`config.mk`:
```
export PLATFORM = sky130hd
export DESIGN_NAME = cpu_memory_stall_control
export DESIGN_NICKNAME = d
export VERILOG_FILES = /design/src/stall_pkg.sv /design/src/wb_link.sv /design/src/write_buffer.sv /design/src/cpu_memory_stall_control.sv
export SDC_FILE = /design/constraint.sdc
export NUM_CORES = 1
export LEC_CHECK = 0
export ABC_CLOCK_PERIOD_IN_PS = 7180
export BUFFER_PORTS_ARGS = -buffer_cell sky130_fd_sc_hd__buf_2
export CORE_MARGIN = 1
export CORE_UTILIZATION = 60
export CTS_CLUSTER_SIZE = 16
export DETAILED_ROUTE_END_ITERATION = 7
export GPL_ROUTABILITY_DRIVEN = 1
export GPL_TIMING_DRIVEN = 0
export PLACE_DENSITY = 0.83
export SYNTH_ARGS = -nofsm -noshare
export SYNTH_HDL_FRONTEND = slang
export SYNTH_SLANG_ARGS = --single-unit
```
`constraint.sdc`:
```
create_clock -name clk_i -period 7.18 [get_ports clk_i]
set_input_delay 1.077 -clock clk_i [delete_from_list [all_inputs] [get_ports clk_i]]
set_output_delay 1.077 -clock clk_i [all_outputs]
set_load 0.05 [all_outputs]
```
`src/stall_pkg.sv`:
```
// Constants and types shared by the stall control and its write buffer
package stall_pkg;
	localparam logic [7:0] MICRO_PENALTY   = 8'h01;
	localparam logic [7:0] MAIN_PENALTY    = 8'h0D;
	localparam logic [7:0] PARTIAL_PENALTY = 8'h01;
	localparam int         READ_LATENCY    = 5;
	localparam int         I_REFILL_WORDS  = 4;
	localparam int         D_REFILL_WORDS  = 1;
	localparam int         WB_DEPTH        = 1;
	localparam int         MICRO_ENTRIES   = 2;
	localparam int         MAIN_ENTRIES    = 56;
	localparam logic [5:0] RANDOM_RESET    = 6'h2A;
	localparam logic [5:0] RANDOM_TAPS     = 6'h30;
	localparam logic [7:0] COUNT_RESET     = 8'h00;

	typedef enum logic [1:0] {
		REFILL_IDLE,
		REFILL_LATENCY,
		REFILL_WORDS
	} refill_state_type;
endpackage

```
`src/wb_link.sv`:
```
// Signals between the stall control and its write buffer
`timescale 1ns/10ps
`default_nettype none
interface wb_link;
	logic        push;
	logic [31:0] push_addr;
	logic [31:0] push_data;
	logic [3:0]  push_be;
	logic        gather;
	logic        bus_busy;
	logic        full;
	logic        mem_write;
	logic [31:0] mem_addr;
	logic [31:0] mem_data;
	logic [3:0]  mem_be;
	logic        mem_done;

	modport ctrl (output push, push_addr, push_data, push_be, gather, bus_busy, mem_done,
		input full, mem_write, mem_addr, mem_data, mem_be);
	modport buffer (input push, push_addr, push_data, push_be, gather, bus_busy, mem_done,
		output full, mem_write, mem_addr, mem_data, mem_be);
endinterface
`default_nettype wire

```
`src/write_buffer.sv`:
```
// Write buffer with byte gathering and idle-bus draining
`timescale 1ns/10ps
`default_nettype none
module write_buffer #(
	parameter int DEPTH = stall_pkg::WB_DEPTH
) (
	input  wire logic clk_i,
	input  wire logic reset_n_i,
	wb_link.buffer    link
);
	localparam int IW = (DEPTH > 1) ? $clog2(DEPTH) : 1;
	localparam logic [IW:0] DEPTH_N = (IW+1)'(DEPTH);

	logic [31:0]   addr [DEPTH];
	logic [31:0]   data [DEPTH];
	logic [3:0]    be   [DEPTH];
	logic [IW:0]   count;
	logic [IW-1:0] head;
	logic          hit;
	logic [IW-1:0] hit_idx;

	function automatic logic [IW-1:0] wrap(input logic [IW-1:0] base, input logic [IW:0] off);
		logic [IW:0] s;
		s = (IW+1)'(base) + off;
		if (s >= DEPTH_N)
			s = s - DEPTH_N;
		return s[IW-1:0];
	endfunction

	// Head entry starts its memory write this cycle
	wire logic launch = !link.mem_write && count != '0 && !link.bus_busy;

	// Merge target: a stored entry with the same address, not one on or entering the bus
	always_comb begin
		hit     = 1'b0;
		hit_idx = '0;
		for (int k = 0; k < DEPTH; k++) begin
			if (link.gather && (IW+1)'(k) < count && addr[wrap(head, (IW+1)'(k))] == link.push_addr
				&& !(k == 0 && (link.mem_write || launch))) begin
				hit     = 1'b1;
				hit_idx = wrap(head, (IW+1)'(k));
			end
		end
	end

	wire logic retire = link.mem_write && link.mem_done;
	// A retiring entry frees its slot in the same cycle, so use the full flag
	wire logic append = link.push && !hit && !link.full;

	always_ff @(posedge clk_i or negedge reset_n_i) begin
		if (!reset_n_i) begin
			for (int k = 0; k < DEPTH; k++) begin
				addr[k] <= 32'h00000000;
				data[k] <= 32'h00000000;
				be[k]   <= 4'h0;
			end
		end else if (link.push && hit) begin
			for (int b = 0; b < 4; b++)
				if (link.push_be[b])
					data[hit_idx][8*b +: 8] <= link.push_data[8*b +: 8];
			be[hit_idx] <= be[hit_idx] | link.push_be;
		end else if (append) begin
			addr[wrap(head, count)] <= link.push_addr;
			data[wrap(head, count)] <= link.push_data;
			be[wrap(head, count)]   <= link.push_be;
		end
	end

	always_ff @(posedge clk_i or negedge reset_n_i) begin
		if (!reset_n_i) begin
			count <= '0;
			head  <= '0;
		end else begin
			count <= count + (IW+1)'(append) - (IW+1)'(retire);
			if (retire)
				head <= wrap(head, (IW+1)'(1));
		end
	end

	assign link.full = (count == DEPTH_N) && !retire;

	// Drain whenever data waits and no refill owns the bus
	always_ff @(posedge clk_i or negedge reset_n_i) begin
		if (!reset_n_i) begin
			link.mem_write <= 1'b0;
			link.mem_addr  <= 32'h00000000;
			link.mem_data  <= 32'h00000000;
			link.mem_be    <= 4'h0;
		end else if (link.mem_write) begin
			if (link.mem_done)
				link.mem_write <= 1'b0;
		end else if (launch) begin
			link.mem_write <= 1'b1;
			link.mem_addr  <= addr[head];
			link.mem_data  <= data[head];
			link.mem_be    <= be[head];
		end
	end
endmodule // write_buffer
`default_nettype wire

```
`src/cpu_memory_stall_control.sv`:
```
// Pipeline stall, instruction streaming and refill control
`timescale 1ns/10ps
`default_nettype none
module cpu_memory_stall_control #(
	parameter int READ_LATENCY = stall_pkg::READ_LATENCY,
	parameter int I_WORDS      = stall_pkg::I_REFILL_WORDS,
	parameter int D_WORDS      = stall_pkg::D_REFILL_WORDS,
	parameter int WB_DEPTH     = stall_pkg::WB_DEPTH
) (
	input  wire logic        clk_i,
	input  wire logic        reset_n_i,
	input  wire logic        stream_enable_i,
	input  wire logic        gather_enable_i,
	input  wire logic        icache_miss_i,
	input  wire logic        dcache_miss_i,
	input  wire logic        micro_miss_i,
	input  wire logic        micro_hit_i,
	input  wire logic        micro_hit_way_i,
	input  wire logic        main_miss_i,
	input  wire logic        branch_i,
	input  wire logic        store_i,
	input  wire logic        partial_store_i,
	input  wire logic [31:0] store_addr_i,
	input  wire logic [31:0] store_data_i,
	input  wire logic [3:0]  store_be_i,
	input  wire logic        mem_write_done_i,
	output logic             stall_o,
	output logic             streaming_o,
	output logic             refill_read_o,
	output logic             refill_word_o,
	output logic             refill_data_o,
	output logic             micro_replace_way_o,
	output logic [5:0]       main_replace_index_o,
	output logic             mem_write_o,
	output logic [31:0]      mem_write_addr_o,
	output logic [31:0]      mem_write_data_o,
	output logic [3:0]       mem_write_be_o
);
	localparam logic [7:0] LAT_LAST = 8'(READ_LATENCY - 1);
	localparam logic [7:0] I_LAST   = 8'(I_WORDS - 1);
	localparam logic [7:0] D_LAST   = 8'(D_WORDS - 1);

	wb_link link ();

	stall_pkg::refill_state_type state;
	stall_pkg::refill_state_type next_state;
	logic [7:0]  cnt;
	logic [7:0]  next_cnt;
	logic [7:0]  pen;
	logic [7:0]  next_pen;
	logic        kind_i;
	logic        next_kind_i;
	logic        stream_ok;
	logic        next_stream_ok;
	logic        dpend;
	logic        next_dpend;
	logic        pend_store;
	logic        next_pend_store;
	logic [31:0] pend_addr;
	logic [31:0] pend_data;
	logic [3:0]  pend_be;
	logic        streaming;
	logic        leave;
	logic        take;
	logic [5:0]  rnd;

	function automatic logic streams(input stall_pkg::refill_state_type s, input logic ki,
		input logic ok);
		return s == stall_pkg::REFILL_WORDS && ki && ok;
	endfunction

	assign streaming = streams(state, kind_i, stream_ok);
	assign leave = streaming && (branch_i || dcache_miss_i || partial_store_i
		|| (store_i && link.full));
	assign take = !stall_o && !leave;

	always_comb begin
		next_state      = state;
		next_cnt        = cnt;
		next_kind_i     = kind_i;
		next_stream_ok  = stream_ok && !leave;
		next_dpend      = dpend || (take && dcache_miss_i && (state != stall_pkg::REFILL_IDLE
			|| icache_miss_i));
		next_pen        = (pen != 8'h00) ? pen - 8'h01 : 8'h00;
		next_pend_store = pend_store ? link.full : (take && store_i && link.full);
		if (take) begin
			if (micro_miss_i)
				next_pen = next_pen + stall_pkg::MICRO_PENALTY;
			if (main_miss_i)
				next_pen = next_pen + stall_pkg::MAIN_PENALTY;
			if (partial_store_i)
				next_pen = next_pen + stall_pkg::PARTIAL_PENALTY;
		end
		case (state)
			stall_pkg::REFILL_IDLE: begin
				if (take && icache_miss_i) begin
					next_state     = stall_pkg::REFILL_LATENCY;
					next_kind_i    = 1'b1;
					next_stream_ok = stream_enable_i;
					next_cnt       = LAT_LAST;
				end else if (dpend || (take && dcache_miss_i)) begin
					next_state  = stall_pkg::REFILL_LATENCY;
					next_kind_i = 1'b0;
					next_dpend  = 1'b0;
					next_cnt    = LAT_LAST;
				end
			end
			stall_pkg::REFILL_LATENCY: begin
				next_cnt = cnt - 8'h01;
				if (cnt == 8'h00) begin
					next_state = stall_pkg::REFILL_WORDS;
					next_cnt   = kind_i ? I_LAST : D_LAST;
				end
			end
			stall_pkg::REFILL_WORDS: begin
				next_cnt = cnt - 8'h01;
				if (cnt == 8'h00)
					next_state = stall_pkg::REFILL_IDLE;
			end
			default: begin
				next_state = stall_pkg::REFILL_IDLE;
			end
		endcase
	end

	always_ff @(posedge clk_i or negedge reset_n_i) begin
		if (!reset_n_i) begin
			state      <= stall_pkg::REFILL_IDLE;
			cnt        <= stall_pkg::COUNT_RESET;
			pen        <= stall_pkg::COUNT_RESET;
			kind_i     <= 1'b0;
			stream_ok  <= 1'b0;
			dpend      <= 1'b0;
			pend_store <= 1'b0;
		end else begin
			state      <= next_state;
			cnt        <= next_cnt;
			pen        <= next_pen;
			kind_i     <= next_kind_i;
			stream_ok  <= next_stream_ok;
			dpend      <= next_dpend;
			pend_store <= next_pend_store;
		end
	end

	// Registered view of the next cycle's stall and refill status
	always_ff @(posedge clk_i or negedge reset_n_i) begin
		if (!reset_n_i) begin
			stall_o       <= 1'b0;
			streaming_o   <= 1'b0;
			refill_read_o <= 1'b0;
			refill_word_o <= 1'b0;
			refill_data_o <= 1'b0;
		end else begin
			stall_o <= next_pen != 8'h00 || next_pend_store || next_dpend
				|| (next_state != stall_pkg::REFILL_IDLE
				&& !streams(next_state, next_kind_i, next_stream_ok));
			streaming_o   <= streams(next_state, next_kind_i, next_stream_ok);
			refill_read_o <= next_state != stall_pkg::REFILL_IDLE;
			refill_word_o <= next_state == stall_pkg::REFILL_WORDS;
			refill_data_o <= !next_kind_i;
		end
	end

	always_ff @(posedge clk_i or negedge reset_n_i) begin
		if (!reset_n_i) begin
			pend_addr <= 32'h00000000;
			pend_data <= 32'h00000000;
			pend_be   <= 4'h0;
		end else if (take && store_i && link.full) begin
			pend_addr <= store_addr_i;
			pend_data <= store_data_i;
			pend_be   <= store_be_i;
		end
	end

	assign link.push      = pend_store ? !link.full : (take && store_i && !link.full);
	assign link.push_addr = pend_store ? pend_addr : store_addr_i;
	assign link.push_data = pend_store ? pend_data : store_data_i;
	assign link.push_be   = pend_store ? pend_be : store_be_i;
	assign link.gather    = gather_enable_i;
	// A refill starting this cycle already owns the bus
	assign link.bus_busy  = state != stall_pkg::REFILL_IDLE
		|| next_state != stall_pkg::REFILL_IDLE;
	assign link.mem_done  = mem_write_done_i;

	write_buffer #(.DEPTH(WB_DEPTH)) u_buffer (
		.clk_i     (clk_i),
		.reset_n_i (reset_n_i),
		.link      (link.buffer)
	);

	assign mem_write_o      = link.mem_write;
	assign mem_write_addr_o = link.mem_addr;
	assign mem_write_data_o = link.mem_data;
	assign mem_write_be_o   = link.mem_be;

	// Micro entry replacement and random main entry pick
	always_ff @(posedge clk_i or negedge reset_n_i) begin
		if (!reset_n_i) begin
			micro_replace_way_o <= 1'b0;
		end else if (take && micro_miss_i) begin
			micro_replace_way_o <= !micro_replace_way_o;
		end else if (micro_hit_i) begin
			micro_replace_way_o <= !micro_hit_way_i;
		end
	end

	always_ff @(posedge clk_i or negedge reset_n_i) begin
		if (!reset_n_i)
			rnd <= stall_pkg::RANDOM_RESET;
		else
			rnd <= {rnd[4:0], ^(rnd & stall_pkg::RANDOM_TAPS)};
	end

	always_ff @(posedge clk_i or negedge reset_n_i) begin
		if (!reset_n_i)
			main_replace_index_o <= 6'h00;
		else if (take && main_miss_i)
			main_replace_index_o <= (rnd >= 6'(stall_pkg::MAIN_ENTRIES))
				? rnd - 6'(stall_pkg::MAIN_ENTRIES) : rnd;
	end
endmodule // cpu_memory_stall_control
`default_nettype wire

```
==> results of run 1 <==
## through the flow
stage          cells  utilization [%]  cell area [um^2]
2_1_floorplan    929                -             11700
3_3_place_gp    1350             67.9             12800
3_5_place_dp    1352             68.3             12900
4_1_cts         1400             73.1             13800
5_1_grt         1404             73.1             13800
6_report        1405             73.1             13800
## cell families after synthesis
group | count (synthesis) | synth area share, %
adders and majority gates | 15 | 1.60
muxes | 250 | 23.6
buffers and inverters | 57 | 2.32
AOI/OAI and AO/OA | 127 | 7.12
DFF | 247 | 52.8
and+or+nand+nor | 172 | 7.88
xor gates and xnor gates | 61 | 4.63
## registers in the layout, indices dropped and copies added (netlist names), 2 cells and up
register	flops
pen	8
pend_addr	32
u_buffer.link.mem_be	4
cnt	8
u_buffer.count	2
u_buffer.data	32
main_replace_index_o	6
u_buffer.be	4
u_buffer.addr	32
u_buffer.link.mem_addr	32
u_buffer.link.mem_data	32
rnd	6
state	2
pend_data	32
pend_be	4
## cell usage in the layout (no fill, tap or decap), drive strengths merged, types with 8 or more instances in the layout
master / count
nor3: 11
xor2: 9
nor2b: 8
o21ai: 60
mux2i: 42
clkbuf: 54
xnor2: 52
inv: 18
ha: 15
mux2: 208
nand3: 11
nor4: 13
dfrtp: 244
buf: 183
a21oi: 14
nor2: 29
nand2: 60
## worst max-delay path: stages (launching register included)
cell and delay [ns]:
dfrtp_1 0.42, clkbuf_8 0.18, inv_1 0.08, ha_1 0.19
or4b_1 0.49, nor2_1 0.35, nor2_1 0.14, ha_1 0.31
and2b_2 0.22, a211oi_1 0.41, ha_1 0.33, mux2i_1 0.18
inv_1 0.07, ha_1 0.28, nand2_1 0.06, o21ai_0 0.11
mux2_2 0.29, or4b_2 0.63, a211oi_1 0.21, o2111ai_1 0.13
or4_1 0.40
## synth_stat cells, drive strengths merged, types with 3 or more instances
cell type	count	area, um^2
o21a	3	22.5
a2111oi	3	32.5
inv	17	63.8
a211oi	7	57.6
a22o	5	43.8
nor4b	6	88.8
xor2	9	78.8
ha	15	188
and3	7	43.8
mux2i	42	420
nor4	13	81.3
a31oi	5	31.3
o21ai	60	300
and2	4	26.3
nand3	11	55.1
dfrtp	244	6110
nand4	3	18.8
nor3	11	60.1
nand2b	4	25.0
a21boi	7	67.6
xnor2	52	463
nor2	29	109
mux2	208	2340
o31a	4	37.5
a21oi	14	73.8
nor2b	8	50.1
dfstp	3	78.8
nand2	60	225
buf	20	103
o31ai	3	22.5
clkbuf	20	105
## final timing paths
check	start	endpoint	slack [ns]
worst max-delay path	pen[0]	stall_o	1.58
worst min-delay path	rnd[2]	rnd[3]	0.41
worst max register to register	pen[0]	stall_o	1.58
worst min register to register	rnd[2]	rnd[3]	0.41
max in group asynchronous	reset_n_i	u_buffer.link.mem_data[0]	5.87
min in group asynchronous	reset_n_i	micro_replace_way_o	0.44
## cell type report
class | instances | area, um^2 | area share (%)
Clock inverter | 14 | 191 | 1.39
Inverter | 17 | 63.8 | 0.462
Timing Repair Buffer | 163 | 871 | 6.30
Tap cell | 260 | 325 | 2.35
Antenna cell | 5 | 12.5 | 0.0906
Clock buffer | 34 | 711 | 5.14
Sequential cell | 247 | 6180 | 44.8
Buffer | 40 | 208 | 1.50
Multi-Input combinational cell | 625 | 5250 | 38.0
## power breakdown
group	internal [W]	total, W	switching, W	leakage, nW
combinational	0.000948	0.00236	0.00141	2.85
clock	0.000817	0.00139	0.000572	0.432
sequential	0.00187	0.00218	0.000314	3.19
total	0.00363	0.00593	0.00230	6.47
## layer usage
| layer | vias up | global-route usage (%) | routed length [um] |
|---|---|---|---|
| met5 | - | 0 | 0 |
| met4 | 0 | 9.68 | 627 |
| met3 | 47 | 6.75 | 1900 |
| met2 | 244 | 43.6 | 12500 |
| met1 | 3992 | 35.8 | 11200 |
| li1 | 3721 | - | - |
==> qor.csv, run 1 <==
stage;metric;value;unit
setup_path;cp.required;7.59;ns
timing;finalCriticalPeriod;5.60;ns
power;power;0.00593;W
clock_network;post_cts_resized;0;
cells_and_area;num-fill-cells;1297;
global_route;grt_pass1_wl;42600;um
global_route;grt_max_degree;113;
synth;ys_types;73;
setup_path;crit_arrival;6.01;ns
clock_network;cts_root_buf;clkbuf_16;
floorplan;dieArea;20100;um^2
global_route;globalRouteOverflowTotal;0;
drt;viasPerCell;5.70;
synth;synthesis.area;11700;um^2
drt;dr.pass1.iters;4;
global_route;track_usage;27.1;%
clock_network;cts_htree_levels;1;
clock_network;clock_path_buffers;3;
floorplan;coreArea;18900;um^2
setup_path;path_class;flip-flop to flip-flop;
placed_design;port_buffers;161;
placed_design;place_ws;1.61;ns
synth;yosys_warnings;0;
setup_path;critPathMaxFanout;10;
timing;final_max_slew_viol_count;0;
timing;final-setup-viol-count;0;
clock_network;clock_latency;0.55;ns
timing;holdWs;0.405;ns
placed_design;gp_congestion;0.951;
power;powerDensity;429;nW/um^2
min_path;min_path_type;flip-flop to flip-flop;
cells_and_area;area_growth;18.0;%
clock_network;clk_pin_slew;0.07;ns
timing;grt_setup_unrepaired;no;
power;peakVddDrop;264;uV
setup_path;crit_path_start_kind;flip-flop;
floorplan;initial_core_util;61.9;%
drt;drc;0;
timing;hold_viol_final;0;
min_path;min_path_cells;0;
timing;fin_crit_sh;78.0;%
floorplan;die-height;142;um
drt;ant_nets;0;
synth;async_flop_share;100;%
synth;yosys_register_bits;247;
drt;wirelength;26200;um
clock_network;hold_buffers;0;
floorplan;rows;50;
drt;drt_iter0_markers;482;
placed_design;dpl.hpwl;18200;um
drt;wl_per_cell;18.7;um
setup_path;cp-end-kind;flip-flop;
synth;synth_area_per_cell;12.6;um^2
timing;skew;0.0177;ns
flow_run;cap_violations;0;
timing;setup_ws;1.58;ns
floorplan;io_pins;163;
timing;clock.fmax;179;MHz
clock_network;numCtsBuffers;26;
clock_network;clkSinkCount;247;
power;leakage;6.47;nW
synth;ys_seq_area_share;52.8;%
timing;worst_slew_pin_slew;0.833;ns
run_status;outcome;finished clean;
timing;slew_headroom;44.5;%
synth;synthesis.instances;929;
synth;synth_edf_count;0;
synth;postSynthNetCount;1026;
drt;num_vias;8004;
setup_path;rr_worst_depth;20;
floorplan;die_x;142;um
timing;fin_setup_tns;0;ns
cells_and_area;fin_nets;1217;
clock_network;post_cts_buffers;0;
synth;synth_ff_type;dfrtp_1;
global_route;antenna_found_initial;5;
cells_and_area;drive_gt1_share;39.9;%
global_route;grt_pass1_vias;8215;
clock_network;cts_tree;yes;
Power figures use the tool's default switching activity.
==> inputs of run 2 (changes only) <==
--- a/config.mk
+++ b/config.mk
@@ -5,15 +5,15 @@
 export SDC_FILE = /design/constraint.sdc
 export NUM_CORES = 1
 export LEC_CHECK = 0
-export ABC_CLOCK_PERIOD_IN_PS = 7180
+export ABC_CLOCK_PERIOD_IN_PS = 4540
 export BUFFER_PORTS_ARGS = -buffer_cell sky130_fd_sc_hd__buf_2
 export CORE_MARGIN = 1
-export CORE_UTILIZATION = 60
+export CORE_UTILIZATION = 52
 export CTS_CLUSTER_SIZE = 16
 export DETAILED_ROUTE_END_ITERATION = 7
 export GPL_ROUTABILITY_DRIVEN = 1
 export GPL_TIMING_DRIVEN = 0
-export PLACE_DENSITY = 0.83
+export PLACE_DENSITY = 0.76
 export SYNTH_ARGS = -nofsm -noshare
 export SYNTH_HDL_FRONTEND = slang
 export SYNTH_SLANG_ARGS = --single-unit
==> constraint.sdc (replaced) <==
create_clock -name clk_i -period 4.54 [get_ports clk_i]
set_input_delay 0.681 -clock clk_i [delete_from_list [all_inputs] [get_ports clk_i]]
set_output_delay 0.681 -clock clk_i [all_outputs]
set_load 0.05 [all_outputs]
==> run 2 against run 1 <==
Against the previous run: the flow now finishes with violations (design-rule violations, negative setup slack); setup slack lost 1.8 ns; die area rose by 15%; via count shrank 0.82%; combinational power rose by 63%; register-to-register slack got worse by 1.8 ns; maximum frequency is 17% higher; sequential cell count did not move; clock skew fell by 0.0018 ns; non-clock buffer count is 8 higher; sequential power rose by 57%; clock power increased by 62%; critical path type unchanged; critical endpoint unchanged; largest power group unchanged.
==> qor.csv, run 2 (synthesis results as in run 1) <==
stage;metric;value;unit;change
setup_path;crit_slowest_cell;or4b_4;;was or4b_2
timing;slew_headroom;38.7;%;was 44.5%
clock_network;numCtsBuffers;26;;unchanged
min_path;min_path_type;primary input to asynchronous set/reset pin;;was flip-flop to flip-flop
setup_path;cp.required;4.94;ns;was 7.59 ns
cells_and_area;layout_commonest_cell;dfrtp_1;;unchanged
cells_and_area;fin_nets;1225;;was 1217
setup_path;r2r_setup_slack;-0.26;ns;was 1.58 ns
setup_path;cp_cell_sequence;clkbuf_8 > inv_4 > ha_4 > or4b_4 > nor2_4 > nor2_2 > ha_1 > and2b_2 > a211oi_4 > ha_4 > mux2i_2 > inv_1 > ha_1 > nand2_2 > xnor2_1 > nand2_1 > xnor2_2 > or4b_4 > a211oi_2 > o2111ai_1 > or4_1;;was clkbuf_8 > inv_1 > ha_1 > or4b_1 > nor2_1 > nor2_1 > ha_1 > and2b_2 > a211oi_1 > ha_1 > mux2i_1 > inv_1 > ha_1 > nand2_1 > o21ai_0 > mux2_2 > or4b_2 > a211oi_1 > o2111ai_1 > or4_1
clock_network;clkSinkCount;247;;unchanged
timing;final-setup-viol-count;1;;was 0
setup_path;critPathMaxFanout;4;;was 10
setup_path;worst_r2r_endpoint;stall_o;;unchanged
timing;skew;0.0159;ns;was 0.0177 ns
floorplan;dieArea;23100;um^2;was 20100 um^2
global_route;grt_use_met1;31.0;%;was 35.8%
placed_design;placed_area;13000;um^2;was 12900 um^2
run_status;violations;design-rule violations, negative setup slack;;
floorplan;io_pins;163;;unchanged
drt;wirelength;26000;um;was 26200 um
timing;setup_ws;-0.257;ns;was 1.58 ns
global_route;grt_pass1_vias;7930;;was 8215
setup_path;slowest_delay;0.54;ns;was 0.63 ns
placed_design;place_inst;1372;;was 1352
global_route;globalRouteOverflowTotal;0;;unchanged
power;leakage;6.54;nW;was 6.47 nW
timing;fin_setup_tns;-0.257;ns;was 0 ns
floorplan;die-height;152;um;was 142 um
clock_network;clk_pin_slew;0.06;ns;was 0.07 ns
setup_path;crit_arrival;5.19;ns;was 6.01 ns
timing;grt_setup_unrepaired;yes;;was no
setup_path;crit_path_start_kind;flip-flop;;unchanged
placed_design;dpl.hpwl;18400;um;was 18200 um
cells_and_area;final_cell_mix;dfrtp_1 (244), mux2_2 (205), buf_2 (167);;unchanged
drt;drc;24;;was 0
cells_and_area;drive_gt1_share;41.7;%;was 39.9%
global_route;use_met3;5.31;%;was 6.75%
drt;wl_per_cell;18.2;um;was 18.7 um
cells_and_area;fin_area;14000;um^2;was 13800 um^2
power;powerDensity;681;nW/um^2;was 429 nW/um^2
floorplan;rows;54;;was 50
clock_network;cts_tree;yes;;unchanged
run_status;outcome;finished with violations;;was finished clean
clock_network;hold_buffers;0;;unchanged
clock_network;cts_htree_levels;1;;unchanged
global_route;grt_pass1_wl;42500;um;was 42600 um
drt;drt_iter0_markers;392;;was 482
timing;fin_crit_sh;106;%;was 78.0%
placed_design;gp_congestion;0.843;;was 0.951
floorplan;die_x;152;um;was 142 um
timing;finalCriticalPeriod;4.80;ns;was 5.60 ns
cells_and_area;num-fill-cells;1702;;was 1297
setup_path;r2r-start;pen[0];;unchanged
flow_run;cap_violations;0;;unchanged
clock_network;clock_path_buffers;3;;unchanged
cells_and_area;area_growth;19.5;%;was 18.0%
global_route;use_met2;37.6;%;was 43.6%
global_route;track_usage;23.0;%;was 27.1%
timing;final_max_slew_viol_count;0;;unchanged
floorplan;coreArea;22000;um^2;was 18900 um^2
placed_design;port_buffers;161;;unchanged
drt;ant_nets;0;;unchanged
power;peakVddDrop;606;uV;was 264 uV
global_route;grt_max_degree;115;;was 113
clock_network;clock_latency;0.53;ns;was 0.55 ns
timing;holdWs;0.0798;ns;was 0.405 ns
drt;dr.pass1.iters;7;;was 4
setup_path;endpoint;stall_o;;unchanged
global_route;antenna_found_initial;2;;was 5
timing;hold_viol_final;0;;unchanged
timing;worst_slew_pin_slew;0.919;ns;was 0.833 ns
setup_path;cp-end-kind;flip-flop;;unchanged
clock_network;cts_root_buf;clkbuf_16;;unchanged
setup_path;rr_worst_depth;21;;was 20
drt;viasPerCell;5.55;;was 5.70
global_route;busiest_layer;met2;;unchanged
drt;num_vias;7938;;was 8004
setup_path;path_class;flip-flop to flip-flop;;unchanged
timing;clock.fmax;208;MHz;was 179 MHz
cells_and_area;fin_cells;1430;;was 1405
floorplan;initial_core_util;53.3;%;was 61.9%
power;power;0.00953;W;was 0.00593 W
setup_path;timing.critical_path.from;pen[0];;unchanged
run 2: cell count changes in the layout (fill, tap and decap cells not counted), sizes merged:
cell	previous run	this run
bufinv	3	4
clkbuf	54	55
clkinv	7	8
inv	18	17
buf	183	190
clkinvlp	3	2
diode	5	2
run 2: critical path, delay by kind of cell (launching register included):
family	cells	cell delay (ns)
AOI/OAI and AO/OA	3	0.57
xor gates and xnor gates	2	0.29
adders and majority gates	4	0.85
buffers and inverters	3	0.26
DFF	1	0.38
muxes	1	0.16
and+or+nand+nor	8	2.14
run 2: routing by layer:
layer  wire length, um  vias up
met1             11300     3989
met2             12500      174
met5                 0        -
li1                  -     3739
met3              1620       36
met4               559        0
run 2: where the power goes:
| part | switching, W | internal, W |
|---|---|---|
| sequential | 0.000475 | 0.00296 |
| clock | 0.000875 | 0.00138 |
| combinational | 0.00226 | 0.00159 |
| total | 0.00361 | 0.00592 |
run 2: timing repair:
item | 4_1_cts | 5_1_grt
gates resized for setup | 4 | 3
endpoints found under the setup margin | 1 | 4
pin swaps | 7 | 2
setup buffers | 7 | 1
run 2: how the worst min path moves through the flow:
stage | endpoint | startpoint | cells after the start
after CTS | u_buffer.link.mem_addr[16] | reset_n_i | 1
after floorplan | rnd[1] | rnd[0] | 0
after detailed placement | rnd[3] | rnd[2] | 0
after global routing | u_buffer.link.mem_addr[16] | reset_n_i | 1
after global placement | rnd[3] | rnd[2] | 0
final | u_buffer.link.mem_addr[16] | reset_n_i | 1
run 2: cell type report:
class	instances	area [um^2]	area share [%]
antenna	2	5.00	0.0358
sequential	247	6180	44.2
buffer	40	209	1.49
clock buffer	34	742	5.30
multi-input combinational	625	5320	38.1
tap	280	350	2.50
clock inverter	14	179	1.28
timing repair buffer	171	931	6.65
inverter	17	66.3	0.474
run 2: metrics by stage:
stage	setup slack, ns	util (%)
after floorplan	-0.0457	-
after global placement	-1.64	58.8
after detailed placement	-0.604	59.1
after CTS	-0.257	63.6
after global routing	-0.436	63.7
final	-0.257	63.7
